--- src/hw/nvsc_pkg.sv ---
// Purpose: Constants and types for the nonvolatile SRAM port controller.
// Assumes: 100 MHz clock, 10 ns period; slowest speed grade timing.
// Notes: Counts round up for least times; the access wait rounds up plus one cycle.
package nvsc_pkg;
	localparam int CLK_PERIOD_NS = 10;
	localparam int ADDR_W = 13;
	localparam int DATA_W = 8;
	// Slowest grade figures, so any grade of part is served.
	localparam int SELECT_ACCESS_TIME_NS = 55;
	localparam int GATE_ACCESS_TIME_NS = 25;
	localparam int WRITE_PULSE_NS = 45;
	localparam int DATA_SETUP_NS = 30;
	localparam int RELEASE_NS = 12;
	localparam int WRITE_RECOVERY_NS = 5;
	localparam int INIT_PULSE_NS = 20;
	localparam int STORE_DURATION_MS = 10;
	localparam int RECALL_CYCLE_US = 20;
	localparam int POWERUP_RECALL_TIME_US = 550;
	localparam int READ_CYC =
		(SELECT_ACCESS_TIME_NS + CLK_PERIOD_NS - 1) / CLK_PERIOD_NS + 1;
	localparam int WRITE_CYC =
		(WRITE_PULSE_NS + CLK_PERIOD_NS - 1) / CLK_PERIOD_NS;
	localparam int RELEASE_CYC =
		(RELEASE_NS + CLK_PERIOD_NS - 1) / CLK_PERIOD_NS;
	localparam int RECOVER_CYC =
		(WRITE_RECOVERY_NS + CLK_PERIOD_NS - 1) / CLK_PERIOD_NS;
	localparam int INIT_CYC =
		(INIT_PULSE_NS + CLK_PERIOD_NS - 1) / CLK_PERIOD_NS;
	localparam int STORE_CYC = STORE_DURATION_MS * 1000000 / CLK_PERIOD_NS;
	localparam int RECALL_CYC = RECALL_CYCLE_US * 1000 / CLK_PERIOD_NS;
	localparam int POWERUP_CYC =
		POWERUP_RECALL_TIME_US * 1000 / CLK_PERIOD_NS;
	localparam int CNT_W = 21;
	typedef enum logic [1:0] {
		NVSC_CMD_READ = 2'h0,
		NVSC_CMD_WRITE = 2'h1,
		NVSC_CMD_STORE = 2'h2,
		NVSC_CMD_RECALL = 2'h3
	} nvsc_cmd_e;
	typedef struct packed {
		nvsc_cmd_e cmd;
		logic [ADDR_W-1:0] addr;
		logic [DATA_W-1:0] wdata;
	} nvsc_req_s;
	typedef struct packed {
		logic chip_select_n;
		logic write_strobe_n;
		logic output_gate_n;
		logic nonvolatile_select_n;
	} nvsc_ctl_s;
	localparam nvsc_ctl_s NVSC_CTL_IDLE = 4'hF;
	typedef enum logic [6:0] {
		NVSC_ST_BOOT = 7'h01,
		NVSC_ST_IDLE = 7'h02,
		NVSC_ST_READ = 7'h04,
		NVSC_ST_WRITE = 7'h08,
		NVSC_ST_INIT = 7'h10,
		NVSC_ST_BUSY = 7'h20,
		NVSC_ST_GAP = 7'h40
	} nvsc_state_e;
endpackage

--- src/hw/nvsc_timer.sv ---
// Purpose: Loadable down counter that marks the end of a timed phase.
// Assumes: Load takes priority over counting.
// Notes: Done is high while the count stands at zero.
`timescale 1ns/1ps
`default_nettype none
module nvsc_timer
	import nvsc_pkg::*;
(
	input wire logic clk,
	input wire logic rst_n,
	input wire logic load,
	input wire logic [CNT_W-1:0] value,
	output logic done
);
	logic [CNT_W-1:0] cnt_reg;
	logic [CNT_W-1:0] cnt_next;
	assign cnt_next = load ? value :
		(cnt_reg != '0) ? cnt_reg - 1'b1 : cnt_reg;
	assign done = (cnt_reg == '0);
	always_ff @(posedge clk or negedge rst_n) begin
		if (!rst_n)
			cnt_reg <= '0;
		else
			cnt_reg <= cnt_next;
	end
endmodule
`default_nettype wire

--- src/hw/nvsc_ctrl.sv ---
// Purpose: Host controller that drives the nonvolatile SRAM port pins.
// Assumes: Pins are synchronous to clk; data bus split into in/out/enable.
// Notes: Timing figures use the slowest speed grade throughout.
// Behaviour
// - Strobe high on reads, low on writes; nonvolatile select high.
// - Select held low at least the write pulse before write ends.
// - Address stable at least write pulse time before write ends.
// - Write data valid at least data setup time before write ends.
`timescale 1ns/1ps
`default_nettype none
module nvsc_ctrl
	import nvsc_pkg::*;
#(
	parameter int STORE_CYCLES = STORE_CYC,
	parameter int RECALL_CYCLES = RECALL_CYC,
	parameter int POWERUP_CYCLES = POWERUP_CYC
)
(
	input wire logic clk,
	input wire logic rst_n,
	input wire logic req_valid,
	input wire nvsc_req_s req,
	output logic req_ready,
	output logic rsp_valid,
	output logic [DATA_W-1:0] rsp_data,
	output logic chip_select_n,
	output logic write_strobe_n,
	output logic output_gate_n,
	output logic nonvolatile_select_n,
	output logic [ADDR_W-1:0] address,
	input wire logic [DATA_W-1:0] data_bus_in,
	output logic [DATA_W-1:0] data_bus_out,
	output logic data_bus_oe
);
	nvsc_state_e state_reg;
	nvsc_state_e state_next;
	nvsc_ctl_s ctl_reg;
	nvsc_ctl_s ctl_next;
	nvsc_req_s cur_reg;
	logic oe_reg;
	logic oe_next;
	logic ready_reg;
	logic rsp_valid_reg;
	logic [DATA_W-1:0] rsp_data_reg;
	logic tmr_load;
	logic [CNT_W-1:0] tmr_value;
	logic tmr_done;
	logic take;
	logic busy_value_store;
	logic boot_done;

	// ------------------------------------------------------------
	// Phase timer
	// ------------------------------------------------------------
	nvsc_timer u_timer (
		.clk(clk),
		.rst_n(rst_n),
		.load(tmr_load),
		.value(tmr_value),
		.done(tmr_done)
	);

	assign take = (state_reg == NVSC_ST_IDLE) && req_valid;
	assign busy_value_store = (cur_reg.cmd == NVSC_CMD_STORE);

	// ------------------------------------------------------------
	// Sequencer
	// ------------------------------------------------------------
	always_comb begin
		state_next = state_reg;
		ctl_next = ctl_reg;
		oe_next = oe_reg;
		tmr_load = 1'b0;
		tmr_value = '0;
		unique case (state_reg)
			NVSC_ST_BOOT: begin
				// Device recalls by itself at power-up; wait it out before use.
				if (boot_done)
					state_next = NVSC_ST_IDLE;
			end
			NVSC_ST_IDLE: begin
				ctl_next = NVSC_CTL_IDLE;
				oe_next = 1'b0;
				if (req_valid) begin
					unique case (req.cmd)
						NVSC_CMD_READ: begin
							// Select and gate fall together; wait the longer access.
							ctl_next = '{1'b0, 1'b1, 1'b0, 1'b1};
							tmr_value = CNT_W'(READ_CYC);
							state_next = NVSC_ST_READ;
						end
						NVSC_CMD_WRITE: begin
							// Strobe low with select keeps device outputs off, no clash.
							ctl_next = '{1'b0, 1'b0, 1'b1, 1'b1};
							oe_next = 1'b1;
							tmr_value = CNT_W'(WRITE_CYC);
							state_next = NVSC_ST_WRITE;
						end
						NVSC_CMD_STORE: begin
							ctl_next = '{1'b0, 1'b0, 1'b1, 1'b0};
							tmr_value = CNT_W'(INIT_CYC);
							state_next = NVSC_ST_INIT;
						end
						NVSC_CMD_RECALL: begin
							ctl_next = '{1'b0, 1'b1, 1'b0, 1'b0};
							tmr_value = CNT_W'(INIT_CYC);
							state_next = NVSC_ST_INIT;
						end
					endcase
					tmr_load = 1'b1;
				end
			end
			NVSC_ST_READ: begin
				if (tmr_done) begin
					ctl_next = NVSC_CTL_IDLE;
					tmr_load = 1'b1;
					tmr_value = CNT_W'(RELEASE_CYC);
					state_next = NVSC_ST_GAP;
				end
			end
			NVSC_ST_WRITE: begin
				if (tmr_done) begin
					// Data and address held one cycle past strobe rise.
					ctl_next = NVSC_CTL_IDLE;
					tmr_load = 1'b1;
					tmr_value = CNT_W'(RECOVER_CYC);
					state_next = NVSC_ST_GAP;
				end
			end
			NVSC_ST_INIT: begin
				if (tmr_done) begin
					ctl_next = NVSC_CTL_IDLE;
					tmr_load = 1'b1;
					// A store below the trigger is inhibited; waiting costs nothing.
					tmr_value = busy_value_store ? CNT_W'(STORE_CYCLES) :
						CNT_W'(RECALL_CYCLES);
					state_next = NVSC_ST_BUSY;
				end
			end
			NVSC_ST_BUSY: begin
				if (tmr_done)
					state_next = NVSC_ST_IDLE;
			end
			NVSC_ST_GAP: begin
				oe_next = 1'b0;
				if (tmr_done)
					state_next = NVSC_ST_IDLE;
			end
			default: begin
				state_next = NVSC_ST_IDLE;
				ctl_next = NVSC_CTL_IDLE;
				oe_next = 1'b0;
			end
		endcase
	end

	// ------------------------------------------------------------
	// Registers
	// ------------------------------------------------------------
	logic boot_armed_reg;
	always_ff @(posedge clk or negedge rst_n) begin
		if (!rst_n) begin
			state_reg <= NVSC_ST_BOOT;
			ctl_reg <= NVSC_CTL_IDLE;
			oe_reg <= 1'b0;
			boot_armed_reg <= 1'b0;
		end else if (!boot_armed_reg) begin
			boot_armed_reg <= 1'b1;
		end else begin
			state_reg <= state_next;
			ctl_reg <= ctl_next;
			oe_reg <= oe_next;
		end
	end

	logic boot_load;
	logic [CNT_W-1:0] boot_value;
	assign boot_load = !boot_armed_reg;
	assign boot_value = CNT_W'(POWERUP_CYCLES);

	always_ff @(posedge clk or negedge rst_n) begin
		if (!rst_n) begin
			cur_reg <= '0;
			ready_reg <= 1'b0;
		end else begin
			if (take)
				cur_reg <= req;
			ready_reg <= (state_next == NVSC_ST_IDLE) && boot_armed_reg
				&& !take;
		end
	end

	// Read data is sampled on the last cycle of the read phase.
	always_ff @(posedge clk or negedge rst_n) begin
		if (!rst_n) begin
			rsp_valid_reg <= 1'b0;
			rsp_data_reg <= '0;
		end else begin
			rsp_valid_reg <= (state_reg == NVSC_ST_READ) && tmr_done;
			if ((state_reg == NVSC_ST_READ) && tmr_done)
				rsp_data_reg <= data_bus_in;
		end
	end

	nvsc_timer u_boot (
		.clk(clk),
		.rst_n(rst_n),
		.load(boot_load),
		.value(boot_value),
		.done(boot_done)
	);

	assign req_ready = ready_reg;
	assign rsp_valid = rsp_valid_reg;
	assign rsp_data = rsp_data_reg;
	assign chip_select_n = ctl_reg.chip_select_n;
	assign write_strobe_n = ctl_reg.write_strobe_n;
	assign output_gate_n = ctl_reg.output_gate_n;
	assign nonvolatile_select_n = ctl_reg.nonvolatile_select_n;
	assign address = cur_reg.addr;
	assign data_bus_out = cur_reg.wdata;
	assign data_bus_oe = oe_reg;
endmodule
`default_nettype wire

--- config.mk ---
export PLATFORM = sky130hd
export DESIGN_NAME = nvsc_ctrl
export DESIGN_NICKNAME = d
export VERILOG_FILES = /design/src/hw/nvsc_pkg.sv /design/src/hw/nvsc_timer.sv /design/src/hw/nvsc_ctrl.sv
export SDC_FILE = /design/constraint.sdc
export NUM_CORES = 1
export LEC_CHECK = 0
export ABC_AREA = 1
export BUFFER_PORTS_ARGS = -buffer_cell sky130_fd_sc_hd__buf_4
export CAP_MARGIN = 20
export CORE_ASPECT_RATIO = 0.5
export CORE_MARGIN = 3
export CORE_UTILIZATION = 62
export CTS_CLUSTER_DIAMETER = 40
export CTS_CLUSTER_SIZE = 8
export DETAILED_ROUTE_END_ITERATION = 8
export PLACE_DENSITY = 0.86
export SLEW_MARGIN = 20
export SYNTH_ARGS = -nofsm -noshare
export SYNTH_HDL_FRONTEND = slang
export SYNTH_SLANG_ARGS = --single-unit
--- constraint.sdc ---
create_clock -name clk -period 5.75 [get_ports clk]
set_clock_uncertainty 0.1 [all_clocks]
set_input_delay 0.575 -clock clk [delete_from_list [all_inputs] [get_ports clk]]
set_output_delay 0.575 -clock clk [all_outputs]
set_load 0.02 [all_outputs]
-- After elaboration in Yosys (flattened, before gate mapping)
Index checks and enable logic that the tools add are counted.
- add/sub/neg operators: 2
- multiply operators: 0
- div/mod/pow operators: 0
- magnitude comparators: 0
- equal/unequal tests: 14
- shift operators: 0
- multiplexer cells: 28
- bitwise operators: 2
- reduce and logical (&&, ||, !) cells: 19
- operators with widths (kind ; count):
    $mux 21 ; 5
    $pmux 21 s4 ; 1
    $pmux 21 s3 ; 1
    $logic_not 21->1 ; 2
    $reduce_bool 21->1 ; 2
    $sub 21x1->21 const B ; 2
    $mux 20 ; 2
    $mux 7 ; 5
    $pmux 7 s5 ; 1
    $pmux 7 s3 ; 1
    $pmux 4 s4 ; 1
    $eq 7x2->1 const B ; 2
    $pmux 4 s3 ; 1
    $mux 4 ; 2
    $eq 7x1->1 const B ; 1
    $eq 7x3->1 const B ; 1
    $eq 7x4->1 const B ; 1
    $eq 7x5->1 const B ; 1
    $eq 7x6->1 const B ; 1
    $eq 7x7->1 const B ; 1
    $eq 2x2->1 const B ; 3
    $reduce_or 2->1 ; 3
    $reduce_or 3->1 ; 2
    $mux 1 ; 5
    other kinds (12) ; 18
- register bits after elaboration: 88
- bits in latches: 0
- bits in writable memories: 0
- memory bits (read-only): 0
- input port bits: 34
- output and inout port bits: 36
- word-level logic and storage cells: 80
- memories: 0

-- Longest topological paths before layout
Gate-level depths: netlist of run 1.
- depth after elaboration: 8
- depth in mapped cells: 12
- mapped depth without buffers: 12

-- Modules after synthesis
From an unflattened synthesis of run 1, not the netlist that was laid out.
- cell total of the unflattened synthesis: 757
- area, all modules: 5413.9 um2
- modules (own cells, without submodules) (module ; instances ; cells an instance ; area an instance (um2) ; seq. area each (um2)):
    nvsc_ctrl ; 1 ; 303 ; 2371.0 ; 1157.4
    nvsc_timer at u_timer ; 1 ; 231 ; 1525.2 ; 525.5
    nvsc_timer at u_boot ; 1 ; 223 ; 1517.7 ; 525.5

-- Least setup slack after synthesis of run 1
No wires, ideal clock.
- path type: register to register
- from: register u_timer.cnt_reg[0]
- to: register u_timer.cnt_reg[9]
- data arrival time: 1.626 ns
- required time: 5.530 ns
- slack: 3.905 ns
- stages on the path, launching flop included: 13
- buffers on the path: 1
- period minus slack after synthesis: 1.845 ns
- cell sequence: dfrtp_1 inv_1 ha_1 nand2_2 nor2_4 nand3_4 inv_1 nand2_2 nand2_8 inv_2 buf_6 nand2_1 a21oi_2
- word-level cells in the longest chain between the ends: 4
- ends and longest elaborated chain (what ; line ; RTL):
    start, declared ; nvsc_timer.sv:15 ; logic [CNT_W-1:0] cnt_reg;
    start signal, assigned ; nvsc_timer.sv:24 ; cnt_reg <= cnt_next;
    branches (longest 4 deep; another with $sub 21x1->21) ; -- ;
Several ways; the timed one is not identified. The select of a mux whose other input is x is not followed.
A chain may end at the register's enable or synchronous reset.

-- Worst setup path after layout of run 1
- from: register state_reg[6]
- to: register u_timer.cnt_reg[10]
- word-level cells in the longest chain between the ends: 4
- ends and longest elaborated chain (what ; line ; RTL):
    start, declared ; nvsc_ctrl.sv:35 ; nvsc_state_e state_reg;
    start signal, assigned ; nvsc_ctrl.sv:170 ; state_reg <= state_next;
    $eq 7x3->1 (tied with other cells) ; nvsc_ctrl.sv:75 ; unique case (state_reg)
    $reduce_or 3->1 (no line) ; -- ;
    $pmux 1 s2 ; nvsc_ctrl.sv:75 ;
    $mux 21 / $reduce_bool 2->1 (equally long branches) ; -- ;
Parallel ways exist; a longest one is shown, timed or not.

==> results of run 1 <==
layer usage:
metal,vias up,track usage,part of all wire
met1,1914,0.324,0.43
met3,13,0.0569,0.055
met4,0,0.0751,0.013
met5,-,0,0
li1,1990,-,-
met2,131,0.457,0.51
through the flow:
step / std cells / total power [mW] / setup slack, ns / utilization / hold WS [ns]
after global routing: 756 / 2.55 / 3.35 / 0.779 / 0.248
after detailed placement: 740 / 1.78 / 3.55 / 0.732 / 0.359
after CTS: 756 / 2.41 / 3.51 / 0.778 / 0.323
after floorplan: 611 / 1.59 / 3.90 / - / 0.179
final: 756 / 2.40 / 3.52 / 0.779 / 0.177
after global placement: 740 / 1.75 / 3.64 / 0.732 / 0.355
logic make-up (layout without fill, tap and decap cells):
family / count (synthesis) / in the layout / synth area share
buffers and inverters: 87 / 140 / 0.0903
adder cells (fa/ha/maj): 5 / 5 / 0.0132
flip-flops: 88 / 88 / 0.468
AO/OA/AOI/OAI: 52 / 52 / 0.0628
other: 1 / 1 / 0.000794
XOR/XNOR: 17 / 17 / 0.0315
AND/OR/NAND/NOR: 361 / 361 / 0.334
cell usage in the layout (no fill, tap or decap), drive strengths merged:
cell type and instances:
a211o 1, a21oi 18, a31oi 2, buf 69, bufinv 2, clkbuf 9
clkinv 2, clkinvlp 3, conb 1, dfrtp 83, dfstp 5, ha 5
inv 55, nand2 208, nand3 30, nand3b 4, nand4 3, nor2 96
nor3 13, nor3b 2, nor4 2, o2111ai 1, o211a 1, o211ai 1
o21a 1, o21ai 23, o22ai 1, o31ai 3, or2 3, xnor2 5
xor2 12
cell usage after synthesis (6+ instances only):
library cell	n	area, µm²
nand2_1	204	766
dfrtp_1	83	2080
nor2_1	82	308
inv_1	49	184
nand3_1	27	135
o21ai_0	22	110
buf_4	21	158
a21oi_1	16	80.1
nor3_1	13	65.1
xor2_1	12	105
nor2_2	8	50.1
clkbuf_1	6	22.5
critical path, stage by stage, from the launching register on:
cell and delay (ns):
dfrtp_1 0.45, nor2_2 0.20, nand2_4 0.09, nor2_4 0.16, inv_2 0.12, nor2_8 0.30, inv_4 0.20, nand2_8 0.16
inv_2 0.12, nand2_1 0.09, a21oi_1 0.07
power by group:
part / switching (mW) / internal (mW) / total (mW)
Sequential: 0.122 / 0.790 / 0.912
Clock: 0.240 / 0.380 / 0.620
Combinational: 0.536 / 0.330 / 0.866
Total: 0.898 / 1.50 / 2.40
worst paths after layout:
| kind | startpoint | endpoint | slack, ns | cells past startpoint |
|---|---|---|---|---|
| max | state_reg[6]$_DFFE_PN0P_ | u_timer.cnt_reg[10]$_DFFE_PN0P_ | 3.52 | 10 |
| min | rst_n | u_boot.cnt_reg[5]$_DFFE_PN0P_ | 0.18 | 1 |
| max reg2reg | state_reg[6]$_DFFE_PN0P_ | u_timer.cnt_reg[10]$_DFFE_PN0P_ | 3.52 | 10 |
| min reg2reg | rsp_data[3]$_DFFE_PN0P_ | rsp_data[3]$_DFFE_PN0P_ | 0.38 | 2 |
| max in group asynchronous | rst_n | u_timer.cnt_reg[19]$_DFFE_PN0P_ | 4.81 | 1 |
| min in group clk | req[10] | address[2]$_DFFE_PN0P_ | 0.33 | 3 |
final cells by class:
cell class	count	share of cell area
clock buffers	9	0.0412
clock inverters	7	0.0176
well taps	92	0.0211
inverters	55	0.0382
multi-input cells	436	0.382
repair buffers	69	0.0955
flip-flops and latches	88	0.404
==> results, run 1 <==
- The total detailed-routing wirelength is 10,600 µm.
- Headroom to the max-slew limit came out at 0.457.
- Counting the fill cells in the layout gives 506.
- The layout overhead on the synthesized area is 15.7%.
- The HPWL reported at the end of detailed placement is 7570 µm.
- In this run the static leakage power is 2.73 nW.
- The sort of element at the end of the critical path is a register.
- In this run, synthesis produced a sequential element count of 88.
- The number of H-tree levels is 3.
- The clock tree from TritonCTS is built.
- The final number of hold-violating endpoints is 0.
- The sequential cell area is 2210 µm².
- The die outline height is 67.7 µm.
- IR analysis of the VDD net gives a maximum drop of 218 µV.
- The flow ran to the end, and the final reports show no timing, DRC or antenna violations.
- The all-layer global routing usage is 0.258.
- For this run, the detailed router's first-pass iteration total came to 5.
- The standard cell area after detailed placement is 5140 µm².
- The primary flip-flop cell chosen by synthesis mapping is dfrtp_1.
- The first global-routing pass estimated 17,500 µm of wire.
- The antenna violation net count after detailed routing is 0.
- The number of global-route vias before repair was 3,816.
- The share of the clock period used by the worst path is 0.387.
- The endpoint arrival time on the critical path is 2.33 ns.
- Across the run, the number of max-cap violations was 0.
- The routed length per instance is 14.0 µm.
- The final period demand of the worst path is 2.23 ns.
- The number of warnings issued by yosys is 0.
- The total number of placement rows is 21.
- After clock tree synthesis, the setup repair step added 0 buffers.
- For this run the aggregate overflow at the end of global routing stands at 0.
- The congestion estimate from routability-driven global placement came to 0.890.
- Dividing the detail-routed via count by the number of cells gives 5.35.
- The classification of the worst-slack hold path is in -> async.
- The number of diodes is 0.
- The synthesized design contains 0 enable-type register cells.
- In the synthesized netlist the async set-or-reset flop fraction comes to 1.00.
- The combined area of the multi-input logic cells is 2090 µm².
- The share of final-layout standard cells stronger than drive strength 1 is 0.184.
- The required arrival time at the worst endpoint is 5.85 ns.
- The post-route setup TNS is 0 ns.
- The distinct cell type count after synthesis is 42.
- The design area is 5460 µm².
- Synthesis produced a netlist with a net count of 650.
- The number of gates resized after CTS is 0.
- For this run, the post-layout net count is 698.
- In the routed design, unresolved DRC markers number 0.
- At the pin with the least slew margin, the transition time is 0.815 ns.
- The initial antenna violation count is 0.
- The die covers 8770 µm².
- The port buffer count is 69.
- The peak clock frequency supported by timing is 0.449 GHz.
- In this run, CTS created clock tree buffers numbering 9.
- The vias after detailed routing is 4,048.
- In this run the power density over the cells is 439 nW/µm².
- The worst setup path category is reg -> reg.
- The pin count of the biggest net entering global routing is 89.
- 70 I/O pins were placed.
- At the later pin of the worst-skew pair, clock insertion delay measures 0.34 ns.
- The final setup violation count is 0.
- The average cell area after synthesis is 7.73 µm².
- After the first detailed-routing iteration, the DRC count stood at 297.
- The starting density of the core is 0.673.
- The number of buffers on the longest clock path is 2.
- The sequential cell area fraction in the yosys report is 0.468.
- The die is 129 µm wide.
- In this run, post-CTS hold repair placed 0 buffers.
- The number of clock sinks seen by CTS is 88.
- The cell sitting at the root of the clock tree is a clkbuf_16.
- STA classifies the critical path startpoint as a register.
- The core area is 7020 µm².
- The peak fanout along the critical path is 26.
- The synthesized instance count is 611.
- The count of final max-slew check failures is 0.
- Setup repair after global routing left no endpoint under its margin.
- The clock transition at the registers of the reported paths is 0.06 ns.
- The netlist area before placement is 4720 µm².
Note: power is estimated with default switching activity, not from simulation.
==> inputs of run 2 (changes only) <==
--- a/config.mk
+++ b/config.mk
@@ -10,11 +10,11 @@
 export CAP_MARGIN = 20
 export CORE_ASPECT_RATIO = 0.5
 export CORE_MARGIN = 3
-export CORE_UTILIZATION = 62
+export CORE_UTILIZATION = 57
 export CTS_CLUSTER_DIAMETER = 40
 export CTS_CLUSTER_SIZE = 8
 export DETAILED_ROUTE_END_ITERATION = 8
-export PLACE_DENSITY = 0.86
+export PLACE_DENSITY = 0.8
 export SLEW_MARGIN = 20
 export SYNTH_ARGS = -nofsm -noshare
 export SYNTH_HDL_FRONTEND = slang
==> constraint.sdc (replaced) <==
create_clock -name clk -period 2.2 [get_ports clk]
set_clock_uncertainty 0.1 [all_clocks]
set_input_delay 0.22 -clock clk [delete_from_list [all_inputs] [get_ports clk]]
set_output_delay 0.22 -clock clk [all_outputs]
set_load 0.02 [all_outputs]
==> results, run 2 (synthesized netlist as in run 1, its figures left out) <==
- The flow ran to the end, and the final reports show no timing, DRC or antenna violations.
- Setup repair after global routing left no endpoint under its margin.
- The startpoint class of the critical path is a register.
- The starting density of the core is 0.615 (-0.0582).
- The worst hold path terminates at rsp_data[7]$_DFFE_PN0P_.
- The overall die area is 9480 µm² (+8.2%).
- The die outline width is 135 µm (+4.1%).
- The total I/O pin count came to 70 (unchanged).
- The library cell used most frequently in the layout, excluding fill and tap cells, is nand2_1.
- The HPWL reported at the end of detailed placement is 7400 µm (-2.2%).
- The port buffer count is 69 (unchanged).
- The static leakage is 2.92 nW (+6.7%).
- The worst setup path category is reg -> reg.
- The core area is 7680 µm² (+9.5%).
- The clock root buffer is clkbuf_16.
- The layout overhead on the synthesized area is 24.3%.
- The share of the clock period used by the worst path is 0.932 (+0.545).
- The die outline height is 70.4 µm (+3.9%).
- The design area is 5870 µm² (+7.4%).
- The all-layer global routing usage is 0.245 (-0.0127).
- In this run the worst hold path is classified as in -> reg.
- The global placer's final weighted congestion came to 0.945 (+6.2%).
- The post-route setup TNS is 0 ns (unchanged).
- The vias after detailed routing was 4,091 (+1.1%).
- The power per unit of standard cell area came to 1090 nW/µm² (+150%).
- The worst setup path is captured at a register.
- The worst-case reg-to-reg path depth came to 9 (-1).
- The count of final max-slew check failures is 0 (unchanged).
- The number of buffers created by CTS came to 9 (unchanged).
- The post-layout net count is 738 (+5.7%).
- The final number of hold-violating endpoints is 0 (unchanged).
- The routed length on met1 came to 4690 µm (+4.0%).
- The final setup violation count is 0 (unchanged).
- The worst vdd rail ir drop is 514 µV (+140%).
- The number of buffers on the longest clock path came to 2 (unchanged).
- The initial detailed-routing violation count is 268 (-9.8%).
- The number of H-tree levels is 3 (unchanged).
- The peak clock frequency supported by timing is 0.487 GHz (+8.5%).
- The share of final-layout standard cells stronger than drive strength 1 is 0.189 (+0.00519).
- The via density per instance came to 5.04 (-5.9%).
- Along the worst hold path, the cell count comes to 3.
- The routed length per instance came to 13.1 µm (-6.1%).
- The register-to-register path setup slack was 0.15 ns (-3.38 ns).
- The antenna violation net count after detailed routing is 0 (unchanged).
- The highest routing layer actually used is met4.
- The pin count of the biggest net entering global routing was 43 (-52%).
- The number of global-route vias before repair was 4,098 (+7.4%).
- In the layout the commonest cells are nand2_1, dfrtp_1, nor2_1.
- The startpoint identified for the worst register-to-register timing path is u_timer.cnt_reg[0]$_DFFE_PN0P_.
- The wire length of the first global-routing pass came to 18,800 µm (+7.3%).
- The total detailed-routing wirelength is 10,700 µm (+0.81%).
- The met3 wirelength from detailed routing is 435 µm (-26%).
- The number of clock sinks seen by CTS is 88 (unchanged).
- The clock insertion delay at the later pin of the skew report came to 0.34 ns (about the same).
- The number of maximum-capacitance violations is 0 (unchanged).
- The clock transition at the registers of the reported paths came to 0.07 ns (about the same).
- The standard cell area after detailed placement is 5250 µm² (+2.2%).
- TritonCTS built the clock tree.
- The initial antenna violation count is 0 (unchanged).
- The origin of the worst min-delay path is data_bus_in[7].
- The routed wire length on met2 was 5360 µm (about the same).
- The capture instance of the worst register-to-register path is nonvolatile_select_n$_DFFE_PN1P_.
- The final hold slack is 0.0200 ns (-0.157 ns).
- The residual overflow from global routing is 0 (unchanged).
- The final period demand of the worst path is 2.05 ns (-0.174 ns).
- The count of TritonRoute iterations in the first routing pass is 5 (unchanged).
- The number of diodes came to 0 (unchanged).
- The peak fanout along the critical path was 10 (-62%).
- The required arrival time at the worst endpoint was 2.35 ns (-3.50 ns).
- The post-detailed-route DRC marker count is 0 (unchanged).
- The total number of placement rows is 22 (+4.8%).
- The endpoint arrival time on the critical path came to 2.21 ns (-0.12 ns).
run 2: metrics by stage:
| stage | cells | power, mW | utilization | setup slack (ns) |
|---|---|---|---|---|
| detailed placement | 767 | 4.68 | 0.684 | 0.228 |
| global placement | 767 | 4.62 | 0.684 | 0.326 |
| global route | 812 | 6.85 | 0.764 | 0.00218 |
| CTS | 812 | 6.41 | 0.764 | 0.131 |
| finish | 812 | 6.40 | 0.764 | 0.149 |
| floorplan | 611 | 4.16 | - | 0.355 |
run 2: report_power, final:
part,internal [mW],total [mW],switching (mW)
clock network,1.01,1.67,0.660
registers,2.06,2.38,0.320
logic,0.923,2.35,1.43
total,3.99,6.40,2.41
run 2: how the worst max path moves through the flow:
| stage | from | endpoint | slack [ns] |
|---|---|---|---|
| floorplan | u_timer.cnt_reg[0]$_DFFE_PN0P_ | u_timer.cnt_reg[9]$_DFFE_PN0P_ | 0.35 |
| global placement | u_timer.cnt_reg[0]$_DFFE_PN0P_ | u_timer.cnt_reg[1]$_DFFE_PN0P_ | 0.33 |
| detailed placement | u_timer.cnt_reg[0]$_DFFE_PN0P_ | nonvolatile_select_n$_DFFE_PN1P_ | 0.23 |
| CTS | u_timer.cnt_reg[0]$_DFFE_PN0P_ | nonvolatile_select_n$_DFFE_PN1P_ | 0.13 |
| global route | u_timer.cnt_reg[0]$_DFFE_PN0P_ | u_timer.cnt_reg[17]$_DFFE_PN0P_ | 0.002 |
| finish | u_timer.cnt_reg[0]$_DFFE_PN0P_ | nonvolatile_select_n$_DFFE_PN1P_ | 0.15 |
run 2: timing repair:
action | CTS | global route
setup buffers | 0 | 0
hold buffers | 29 | 0
setup endpoints to repair | 0 | 1
endpoints found under the hold margin | 87 | 0
gates resized for setup | 0 | 1
run 2: cell type report:
type / instances / area (µm²)
Inverter: 55 / 209
Clock buffer: 9 / 225
Fill cell: 543 / 1810
Clock inverter: 7 / 101
Timing Repair Buffer: 109 / 903
Tap cell: 108 / 135
Sequential cell: 88 / 2210
Multi-Input combinational cell: 436 / 2090
run 2: worst max-delay path: stages, from the launching register on:
cell	delay (ns)
dfrtp_1	0.40
inv_1	0.10
ha_1	0.18
nand2_2	0.09
nor2_4	0.17
nand3_4	0.15
buf_4	0.20
nand2_1	0.08
nand3_1	0.23
o21ai_0	0.26
run 2: per-layer routing:
layer,global-route usage,up-vias
li1,-,2082
met1,0.312,1910
met2,0.419,80
met3,0.0504,19
met4,0.0835,0
met5,0,-
